`src/hw/rcr_defs.svh`:
```
// Register address, field positions, reset values and timing counts.
`ifndef RCR_DEFS_SVH
`define RCR_DEFS_SVH

`define RCR_ADDR 8'hef
`define RCR_BIT_RESERVED 7
`define RCR_BIT_FLASH 6
`define RCR_BIT_COMP 5
`define RCR_BIT_SOFT 4
`define RCR_BIT_WDOG 3
`define RCR_BIT_STOP 2
`define RCR_BIT_SUPPLY 1
`define RCR_BIT_PIN 0
`define RCR_CAUSE_RESET 8'h02
`define RCR_SUPPLY_EN_RESET 1'b1
`define RCR_SYNC_IDLE 4'hc
`define RCR_CLK_PERIOD_NS 50
`define RCR_HOLD_NS 1000
`define RCR_HOLD_CYCLES ((`RCR_HOLD_NS + `RCR_CLK_PERIOD_NS - 1) / `RCR_CLK_PERIOD_NS)
`define RCR_COUNT_W 5

`endif

```
`src/hw/rcr_pkg.sv`:
```
// Types shared by the reset-cause register block.
package rcr_pkg;

    typedef logic [7:0] rcr_byte_type;

    typedef enum logic
    {
        RCR_RUN,
        RCR_HOLD
    } rcr_state_type;

endpackage : rcr_pkg

```
`src/hw/rcr_reset_cause.sv`:
```
// Reset-cause and reset-source control register with reset sequencing.
//
// Function
// - The register answers at address 0xef whatever register page is active.
// - Bit 6 is read-only and reads one after a flash access fault reset.
// - Writing one to bit 5 arms the comparator as an active-low reset source.
// - Bit 5 reads one only when the comparator caused the latest reset.
// - Writing one to bit 4 forces an immediate system reset.
// - Bit 4 reads one after a software-forced reset.
// - Bit 3 is read-only and reads one after a watchdog overflow reset.
// - Writing one to bit 2 lets the stopped-clock detector reset the system.
// - Bit 2 reads one when the stopped-clock detector caused the reset.
// - Writing one to bit 1 makes a low supply indication reset the device.
// - Bit 1 is set by every power-on or supply reset, others then read zero.
// - Bit 0 is read-only and reads one after an external pin reset.
// - Writing zero to bit 2 switches the stopped-clock detector off.
`timescale 1ns/1ps
`default_nettype none
`include "rcr_defs.svh"

module rcr_reset_cause
(
    input wire logic clk_sys,
    input wire logic reset,
    input wire logic clk_en,
    input wire logic [7:0] sfr_addr,
    input wire logic sfr_wr,
    input wire logic sfr_rd,
    input wire rcr_pkg::rcr_byte_type sfr_wdata,
    output rcr_pkg::rcr_byte_type sfr_rdata,
    input wire logic ext_reset_pin_n,
    input wire logic comparator_out,
    input wire logic supply_low,
    input wire logic clock_stop_timeout,
    input wire logic watchdog_overflow,
    input wire logic flash_fault,
    output logic stopped_clock_detector_en,
    output logic system_reset
);
    import rcr_pkg::*;

    localparam logic [`RCR_COUNT_W-1:0] HOLD_LAST =
        `RCR_COUNT_W'(`RCR_HOLD_CYCLES - 1);

    function automatic logic reg_hit(input logic [7:0] addr);
        reg_hit = (addr == `RCR_ADDR);
    endfunction : reg_hit

    logic [3:0] sync_bus;
    logic pin_n_s;
    logic comp_s;
    logic supply_low_s;
    logic stop_timeout_s;

    // Asynchronous sources are synchronised; the watchdog and flash fault
    // come from logic on this clock and are used directly.
    rcr_sync
    #(
        .WIDTH(4),
        .IDLE(`RCR_SYNC_IDLE)
    )
    u_sync
    (
        .clk_sys(clk_sys),
        .reset(reset),
        .clk_en(clk_en),
        .async_in({ext_reset_pin_n, comparator_out, supply_low,
            clock_stop_timeout}),
        .sync_out(sync_bus)
    );

    assign pin_n_s = sync_bus[3];
    assign comp_s = sync_bus[2];
    assign supply_low_s = sync_bus[1];
    assign stop_timeout_s = sync_bus[0];

    rcr_state_type state;
    rcr_state_type next_state;
    logic [`RCR_COUNT_W-1:0] count;
    logic [`RCR_COUNT_W-1:0] next_count;
    rcr_byte_type cause;
    rcr_byte_type next_cause;
    rcr_byte_type req_vec;
    logic comp_en;
    logic next_comp_en;
    logic stop_en;
    logic next_stop_en;
    logic supply_en;
    logic next_supply_en;
    logic wr_hit;
    logic rd_hit;

    assign wr_hit = sfr_wr && reg_hit(sfr_addr);
    assign rd_hit = sfr_rd && reg_hit(sfr_addr);

    // One source wins when several fire at once, so exactly one flag is
    // recorded. The supply source ranks first since it may undo the rest.
    always_comb
    begin
        req_vec = 8'h00;
        if (supply_en && supply_low_s)
            req_vec[`RCR_BIT_SUPPLY] = 1'b1;
        else if (!pin_n_s)
            req_vec[`RCR_BIT_PIN] = 1'b1;
        else if (stop_en && stop_timeout_s)
            req_vec[`RCR_BIT_STOP] = 1'b1;
        else if (comp_en && !comp_s)
            req_vec[`RCR_BIT_COMP] = 1'b1;
        else if (watchdog_overflow)
            req_vec[`RCR_BIT_WDOG] = 1'b1;
        else if (flash_fault)
            req_vec[`RCR_BIT_FLASH] = 1'b1;
        else if (wr_hit && sfr_wdata[`RCR_BIT_SOFT])
            req_vec[`RCR_BIT_SOFT] = 1'b1;
    end

    always_comb
    begin
        next_state = state;
        next_count = count;
        next_cause = cause;
        next_comp_en = comp_en;
        next_stop_en = stop_en;
        next_supply_en = supply_en;
        if (clk_en)
        begin
            unique case (state)
                RCR_RUN:
                begin
                    if (req_vec != 8'h00)
                    begin
                        // Only the firing source keeps its flag.
                        next_cause = req_vec;
                        next_state = RCR_HOLD;
                        next_count = HOLD_LAST;
                        // A system reset disarms the comparator and the
                        // stopped-clock detector; the supply arm survives.
                        next_comp_en = 1'b0;
                        next_stop_en = 1'b0;
                    end
                    else if (wr_hit)
                    begin
                        // Reserved bit 7 and read-only bits are dropped.
                        next_comp_en = sfr_wdata[`RCR_BIT_COMP];
                        next_stop_en = sfr_wdata[`RCR_BIT_STOP];
                        next_supply_en = sfr_wdata[`RCR_BIT_SUPPLY];
                    end
                end
                RCR_HOLD:
                begin
                    // The pin keeps the system in reset for as long as it
                    // is held low, on top of the minimum hold time.
                    if (count != '0)
                        next_count = count - `RCR_COUNT_W'(1);
                    else if (pin_n_s)
                        next_state = RCR_RUN;
                end
            endcase
        end
    end

    always_ff @(posedge clk_sys or posedge reset)
    begin
        if (reset)
        begin
            state <= RCR_HOLD;
            count <= HOLD_LAST;
            cause <= `RCR_CAUSE_RESET;
            comp_en <= 1'b0;
            stop_en <= 1'b0;
            supply_en <= `RCR_SUPPLY_EN_RESET;
        end
        else
        begin
            state <= next_state;
            count <= next_count;
            cause <= next_cause;
            comp_en <= next_comp_en;
            stop_en <= next_stop_en;
            supply_en <= next_supply_en;
        end
    end

    assign system_reset = (state == RCR_HOLD);
    assign stopped_clock_detector_en = stop_en;

    rcr_byte_type next_rdata;

    // Reads return cause flags, not the arm bits, which is why software
    // must never update this register by read-modify-write.
    always_comb
    begin
        next_rdata = sfr_rdata;
        if (clk_en)
        begin
            next_rdata = 8'h00;
            if (rd_hit)
            begin
                next_rdata = cause;
                next_rdata[`RCR_BIT_RESERVED] = 1'b0;
            end
        end
    end

    always_ff @(posedge clk_sys or posedge reset)
    begin
        if (reset)
            sfr_rdata <= 8'h00;
        else
            sfr_rdata <= next_rdata;
    end
endmodule : rcr_reset_cause

`default_nettype wire

```
`src/hw/rcr_sync.sv`:
```
// Two-stage synchroniser for asynchronous level inputs.
`timescale 1ns/1ps
`default_nettype none

module rcr_sync
#(
    parameter int WIDTH = 4,
    parameter logic [WIDTH-1:0] IDLE = '0
)
(
    input wire logic clk_sys,
    input wire logic reset,
    input wire logic clk_en,
    input wire logic [WIDTH-1:0] async_in,
    output logic [WIDTH-1:0] sync_out
);

    logic [WIDTH-1:0] stage1;
    logic [WIDTH-1:0] next_stage1;
    logic [WIDTH-1:0] next_sync_out;

    // The first stage feeds only the second stage.
    always_comb
    begin
        next_stage1 = clk_en ? async_in : stage1;
        next_sync_out = clk_en ? stage1 : sync_out;
    end

    always_ff @(posedge clk_sys or posedge reset)
    begin
        if (reset)
        begin
            stage1 <= IDLE;
            sync_out <= IDLE;
        end
        else
        begin
            stage1 <= next_stage1;
            sync_out <= next_sync_out;
        end
    end

endmodule : rcr_sync

`default_nettype wire
```
`config.mk`:
```
export PLATFORM = sky130hd
export DESIGN_NAME = rcr_reset_cause
export DESIGN_NICKNAME = d
export VERILOG_FILES = /design/src/hw/rcr_pkg.sv /design/src/hw/rcr_reset_cause.sv /design/src/hw/rcr_sync.sv
export VERILOG_INCLUDE_DIRS = /design/src /design/src/hw
export SDC_FILE = /design/constraint.sdc
export NUM_CORES = 1
export LEC_CHECK = 0
export ABC_AREA = 1
export BUFFER_PORTS_ARGS = -buffer_cell sky130_fd_sc_hd__buf_2
export CAP_MARGIN = 20
export CORE_ASPECT_RATIO = 1.4
export CORE_MARGIN = 2
export CORE_UTILIZATION = 25
export CTS_CLUSTER_DIAMETER = 100
export CTS_CLUSTER_SIZE = 24
export DETAILED_ROUTE_END_ITERATION = 12
export PLACE_DENSITY_LB_ADDON = 0.08
export SLEW_MARGIN = 5
export SYNTH_ARGS = -nofsm -noshare
export SYNTH_HDL_FRONTEND = slang
export SYNTH_HIERARCHICAL = 1
export SYNTH_SLANG_ARGS = --single-unit
```
`constraint.sdc`:
```
create_clock -name clk_sys -period 3 [get_ports clk_sys]
set_clock_uncertainty 0.1 [all_clocks]
set_input_delay 0.45 -clock clk_sys [delete_from_list [all_inputs] [get_ports clk_sys]]
set_output_delay 0.45 -clock clk_sys [all_outputs]
set_load 0.01 [all_outputs]
```
==> reports/metrics.cfg, run 1 <==
[logic_synthesis]
syn-num-nets = 212
dominant_synthesized_flop_cell = dfrtp_1
ys_async_sr_fraction_pct = 100
synth_largest_type_area_fraction_pct = 33.7
synth_cell_types = 28
top_post_synthesis_cells_by_area = dfrtp_1 34%, dfstp_2 17%, nand2_1 16%
post_synth_most_frequent_cells = 66 x nand2_1, 21 x dfrtp_1, 17 x inv_1, 14 x nand3_1, 12 x o21ai_0
count_of_flip_flops_with_a_built_in_enable_after_synthesis = 0
synth.yosys.seq_area_share_pct = 50.6
ys_ff_latch = 31
synth_top_area_cell = dfrtp_1
netlist_area_um2 = 1560
post-synth-top-count-cell = nand2_1
yosysWarningCount = 6
synthCells = 183
postSynthAreaPerCell_um2 = 8.52

[critical_path]
critical-path-max-stage-delay_ns = 0.53
cpMaxStageDelayCell = dfstp_2
cp_data_arrival_time_ns = 1.84
cpMostUsedCell = nand2_1
worst_setup_path_end_kind = flop
timing.critical_path.required_ns = 3.07
crit_type = flop to flop
critPathLaunchType = flop
crit_path_max_fanout = 19
critical_path.cell_chain = inv_1 > nand2_2 > nand2_2 > nor3_4 > nand2_4 > nand2_8 > nand2_1 > nand2_1 > nand2_1

[timing]
fmaxAchievable_ghz = 0.563
setup_total_negative_slack_ns = 0
tightest_slew_ns = 0.926
max-slew-margin-rel_pct = 38.2
final_period_minus_worst_setup_slack_ns = 1.78
final_max_slew_viol_count = 0
unrepaired_setup_endpoints_after_global_routing = false
holdWs_ns = 0.0248
setup_viol = 0
timing.final.crit_share_pct = 59.2
hold_viol_final = 0

[global_route]
globalRouteTotalUtil_pct = 11.0
grt_overflow = 0
first_global_vias = 1248
grt_pass1_wl_um = 5930
grt_max_degree = 24
number_of_antenna_violations_at_the_first_check_in_global_routing = 0

[power]
power.share.combinational_pct = 25.4
power.switching_w = 0.000412
seqPwrFrac_pct = 45.9
p_clk_share_pct = 28.7
static-leakage-power_nw = 0.923
worst_vdd_rail_ir_drop_mv = 0.247
p_int_w = 0.000857
power.density_cell_area_nw_per_um2 = 680
switching_share_pct = 32.5

[routing]
total_wire_length_um = 3330
routed_wire_length_per_instance_um = 11.4
detail_route.iter0.violations = 52
routed-via-count = 1232
antenna_left = 0
drt_first_pass_iters = 4
via_per_inst = 4.23
drc = 0

[run]
drv_cap = 0

[finish]
drive_gt1_share_pct = 30.1
antenna_cells_inserted = 0
finish.instance_area_um2 = 1870
num-nets-final = 247
sequential_cell_area_um2 = 788
fin_cells = 291
multiInputGateArea_um2 = 651
filler_cell_count = 700
area_growth_pct = 19.7

[clocking]
clock_latency_ns = 0.28
cts_setup_buffers = 0
cts_max_path_buffers = 2
htree_num_levels = 2
clock_sink_count = 31
clock_tree_from_tritoncts = yes
cts_repair_resize_count = 0
cts.reportedPaths.clkPinSlew_ns = 0.06
post_cts_hold_buffer_count = 0
cts_made_buffers = 5
clockRootBuffer = clkbuf_8

[floorplanning]
start_util_pct = 25.4
core_area_um2 = 6130
site_row_count = 34
die_height_um = 97.4
io_pins = 37
die_area_um2 = 6890
die_w_um = 70.7

[placed_design]
placement.cell_area_um2 = 1770
place.gp.congestion = 0.756
place.detailed.hpwl_um = 2450
port_buffers = 31
dp.cells = 283

[outcome]
run_status = finished, final reports clean

[hold_path]
worst_hold_check_path_type = primary input to asynchronous set/reset pin

[final timing paths]
path | startpoint | to | slack (ns) | cells after the start
max | u_sync/sync_out[2]$_DFFE_PP1P_ | count[2]$_DFFE_PP0P_ | 1.22 | 9
min | reset | u_sync/stage1[0]$_DFFE_PP0P_ | 0.02 | 2
max reg2reg | u_sync/sync_out[2]$_DFFE_PP1P_ | count[2]$_DFFE_PP0P_ | 1.22 | 9
min reg2reg | u_sync/stage1[2]$_DFFE_PP1P_ | u_sync/stage1[2]$_DFFE_PP1P_ | 0.36 | 2
max in group asynchronous | reset | count[3]$_DFFE_PP0P_ | 1.96 | 2
min in group clk_sys | ext_reset_pin_n | u_sync/stage1[3]$_DFFE_PP1P_ | 0.26 | 3
[per-layer routing]
metal	vias up	part of all wire (%)	track usage, %
li1	647	-	-
met1	558	46	13.7
met2	21	48	17.7
met3	6	3.2	3.11
met4	0	1.9	4.35
met5	-	0	0
[cell usage in the layout, fill, tap and decap left out, types with 2 or more instances in the layout]
cell	Yosys	layout
a21oi_1	2	2
buf_2	0	31
clkbuf_8	0	7
dfrtp_1	21	21
dfstp_2	10	10
ha_1	2	2
inv_1	17	17
nand2_1	66	66
nand2_2	4	4
nand3_1	14	14
nand4_1	5	5
nor2_1	7	7
nor3_1	2	2
o21ai_0	12	12
o21ai_2	5	5
[cells by family (layout without fill, tap and decap cells)]
family / count (synthesis) / after routing / share of synthesized area, %
compound gates: 20 / 20 / 7.62
xor+xnor: 2 / 2 / 1.12
fa+ha+maj: 2 / 2 / 1.60
buf+inv: 23 / 59 / 7.70
flops: 31 / 31 / 50.6
other cells: 1 / 1 / 0.241
simple gates: 104 / 104 / 31.1
[power groups by stage]
stage	clock network, W	logic, W	registers [W]
floorplan	0	0.000268	0.000576
global placement	0	0.000327	0.000592
detailed placement	0	0.000329	0.000590
CTS	0.000379	0.000330	0.000584
global route	0.000397	0.000380	0.000596
finish	0.000364	0.000322	0.000583
[flip-flops by register name, indices dropped and copies added (netlist names)]
signal                     flops
supply_en                      1
u_sync/stage1                  4
comp_en                        1
sfr_rdata                      7
cause                          7
count                          5
stopped_clock_detector_en      1
system_reset                   1
u_sync/sync_out                4
[final cells by class]
class,count,share of cell area (%)
multi-input combinational,129,34.9
tap,72,4.83
clock buffer,8,5.37
timing repair buffer,32,8.72
inverter,19,3.96
sequential,31,42.3
[critical path, delay by kind of cell, from the launching register on]
family | cells | cell delay, ns
and+or+nand+nor | 8 | 0.97
buffers and inverters | 1 | 0.05
DFF | 1 | 0.53
[stage by stage]
stage | setup slack [ns] | util [%] | power, W
5_1_grt | 1.11 | 30.5 | 0.00137
3_3_place_gp | 1.19 | 28.8 | 0.000919
6_report | 1.22 | 30.5 | 0.00127
4_1_cts | 1.21 | 30.5 | 0.00129
2_1_floorplan | 1.46 | - | 0.000844
3_5_place_dp | 1.21 | 28.8 | 0.000919
Note: power is estimated with default switching activity, not from simulation.
==> inputs of run 2 (changes only) <==
- clock period: 3 -> 1.6 ns (I/O delays scaled with it)
==> run 2 against run 1 <==
Critical path depth stayed put. Final cell count is 5.2% higher. Setup slack worse by 1.2 ns.
==> reports/metrics.cfg, run 2 (same netlist as run 1, synthesis figures left out) <==
[finish]
largest_registers = cause x7, sfr_rdata x7, count x5  ; unchanged
drive_gt1_share_pct = 42.7  ; was 30.1%
antenna_cells_inserted = 0  ; unchanged
utilization_pct = 34.3  ; was 30.5%
mostFrequentLayoutCells = 57 x nand2_1, 31 x buf_2, 21 x dfrtp_1  ; was 66 x nand2_1, 31 x buf_2, 21 x dfrtp_1
filler_cell_count = 686  ; was 700
num-nets-final = 262  ; was 247
area_growth_pct = 34.7  ; was 19.7%
layout.cells.most_common = nand2_1  ; unchanged

[floorplanning]
die_height_um = 97.4  ; unchanged
die_w_um = 70.7  ; unchanged
die_area_um2 = 6890  ; unchanged
start_util_pct = 25.4  ; unchanged
site_row_count = 34  ; unchanged
core_area_um2 = 6130  ; unchanged
io_pins = 37  ; unchanged

[timing]
unrepaired_setup_endpoints_after_global_routing = true  ; was false
hold_viol_final = 0  ; unchanged
setup_total_negative_slack_ns = 0  ; unchanged
setup_viol = 0  ; unchanged
timing.final.crit_share_pct = 98.1  ; was 59.2%
final_max_slew_viol_count = 0  ; unchanged
fmaxAchievable_ghz = 0.637  ; was 0.563 GHz
final_period_minus_worst_setup_slack_ns = 1.57  ; was 1.78 ns

[critical_path]
crit_path_max_fanout = 6  ; was 19
worst_setup_path_end_kind = flop  ; unchanged
r2r_end = cause[2]$_DFFE_PP0P_  ; was count[2]$_DFFE_PP0P_
worst_reg_to_reg_cells = 9  ; unchanged
critical_path.cell_chain = inv_2 > nand2_2 > nand2_2 > nor3_4 > nand2_4 > nand2_8 > buf_6 > nand2_2 > o21ai_2  ; was inv_1 > nand2_2 > nand2_2 > nor3_4 > nand2_4 > nand2_8 > nand2_1 > nand2_1 > nand2_1
cpMaxStageDelayCell = dfstp_2  ; unchanged
slack_of_the_worst_reg_to_reg_path_ns = 0.03  ; was 1.22 ns
timing.critical_path.required_ns = 1.71  ; was 3.07 ns
r2r-start = u_sync/sync_out[2]$_DFFE_PP1P_  ; unchanged
cp_data_arrival_time_ns = 1.68  ; was 1.84 ns
crit_type = flop to flop  ; unchanged
critPathLaunchType = flop  ; unchanged
critical-path-max-stage-delay_ns = 0.54  ; was 0.53 ns
cpMostUsedCell = nand2_2  ; was nand2_1

[global_route]
grt_overflow = 0  ; unchanged
grt_pass1_wl_um = 5930  ; unchanged
grt_max_degree = 24  ; unchanged
globalRouteTotalUtil_pct = 10.8  ; was 11.0%
number_of_antenna_violations_at_the_first_check_in_global_routing = 0  ; unchanged
first_global_vias = 1326  ; was 1248

[clocking]
clock_tree_from_tritoncts = yes  ; unchanged
clock_sink_count = 31  ; unchanged
cts_made_buffers = 5  ; unchanged
clockRootBuffer = clkbuf_8  ; unchanged
cts.reportedPaths.clkPinSlew_ns = 0.07  ; was 0.06 ns
clock_latency_ns = 0.28  ; about the same
htree_num_levels = 2  ; unchanged
cts_max_path_buffers = 2  ; unchanged

[hold_path]
timing.hold.worst_path_depth = 3
worst_hold_check_path_type = primary input to flop  ; was primary input to asynchronous set/reset pin
holdPathEnd = supply_en$_DFFE_PP1P_
hold_path_startpoint = sfr_wdata[1]

[placed_design]
port_buffers = 31  ; unchanged
place.gp.congestion = 0.766  ; was 0.756
place.detailed.hpwl_um = 2570  ; was 2450 um

[routing]
routed-via-count = 1292  ; was 1232
drc = 0  ; unchanged
detail_route.iter0.violations = 57  ; was 52
via_per_inst = 4.22  ; was 4.23
top_layer = met4  ; unchanged
antenna_left = 0  ; unchanged
routed-wl-met2_um = 1720  ; was 1610 um
drt_first_pass_iters = 4  ; unchanged
met3WireLength_um = 114  ; was 108 um
routed_wire_length_per_instance_um = 11.1  ; was 11.4 um
met1_length_um = 1530  ; was 1540 um
total_wire_length_um = 3400  ; was 3330 um

[power]
power.density_cell_area_nw_per_um2 = 1280  ; was 680 nW/um2
static-leakage-power_nw = 1.03  ; was 0.923 nW
p_total_w = 0.00270  ; was 0.00127 W
worst_vdd_rail_ir_drop_mv = 0.381  ; was 0.247 mV

[run]
drv_cap = 0  ; unchanged

[outcome]
run_status = finished, final reports clean  ; unchanged

-- run 2: layout make-up --
type                    count  area [um2]  area share [%]
clock buffers               6        82.6            3.93
clock inverters             2        35.0            1.67
repair buffers             47         302            14.4
well taps                  72        90.1            4.29
flip-flops and latches     31         788            37.5
inverters                  19        73.8            3.52
multi-input cells         129         728            34.7
-- run 2: what timing repair did --
item,4_1_cts,5_1_grt
endpoints found under the hold margin,21,0
setup buffers,0,1
gates resized for setup,0,29
setup endpoints to repair,0,14
hold buffers,1,0
-- run 2: worst max path at each step --
stage	cells after the start	slack [ns]	end	start
global placement	9	0.01	count[2]$_DFFE_PP0P_	u_sync/sync_out[2]$_DFFE_PP1P_
global route	9	-0.06	cause[5]$_DFFE_PP0P_	u_sync/sync_out[2]$_DFFE_PP1P_
floorplan	9	0.06	count[2]$_DFFE_PP0P_	u_sync/sync_out[2]$_DFFE_PP1P_
finish	9	0.03	cause[2]$_DFFE_PP0P_	u_sync/sync_out[2]$_DFFE_PP1P_
CTS	9	0.004	count[2]$_DFFE_PP0P_	u_sync/sync_out[2]$_DFFE_PP1P_
detailed placement	9	0.02	count[2]$_DFFE_PP0P_	u_sync/sync_out[2]$_DFFE_PP1P_
-- run 2: where the power goes --
| group | internal [W] | total (W) | switching (W) |
|---|---|---|---|
| logic | 0.000368 | 0.000807 | 0.000439 |
| clock network | 0.000503 | 0.000790 | 0.000287 |
| registers | 0.000972 | 0.00110 | 0.000128 |
-- run 2: metrics by stage --
step,setup WS [ns],hold WS (ns),cells,instance area [um2]
after global routing,-0.0565,0.0534,306,2100
after CTS,0.00388,0.0420,305,2000
after global placement,0.0104,0.126,296,1880
after detailed placement,0.0232,0.125,296,1880
after floorplan,0.0574,-0.0472,183,1560
final,0.0307,0.0533,306,2100
-- run 2: per-layer routing --
metal	global-route usage, %	vias up
met4	3.48	0
met5	0	-
met3	3.01	4
met1	12.4	582
li1	-	683
met2	18.9	23
-- run 2: worst max-delay path: cells and delay by family (launching register included) --
family	cells	cell delay (ns)
buffers and inverters	2	0.17
and+or+nand+nor	6	0.65
DFF	1	0.54
AOI/OAI and AO/OA	1	0.04
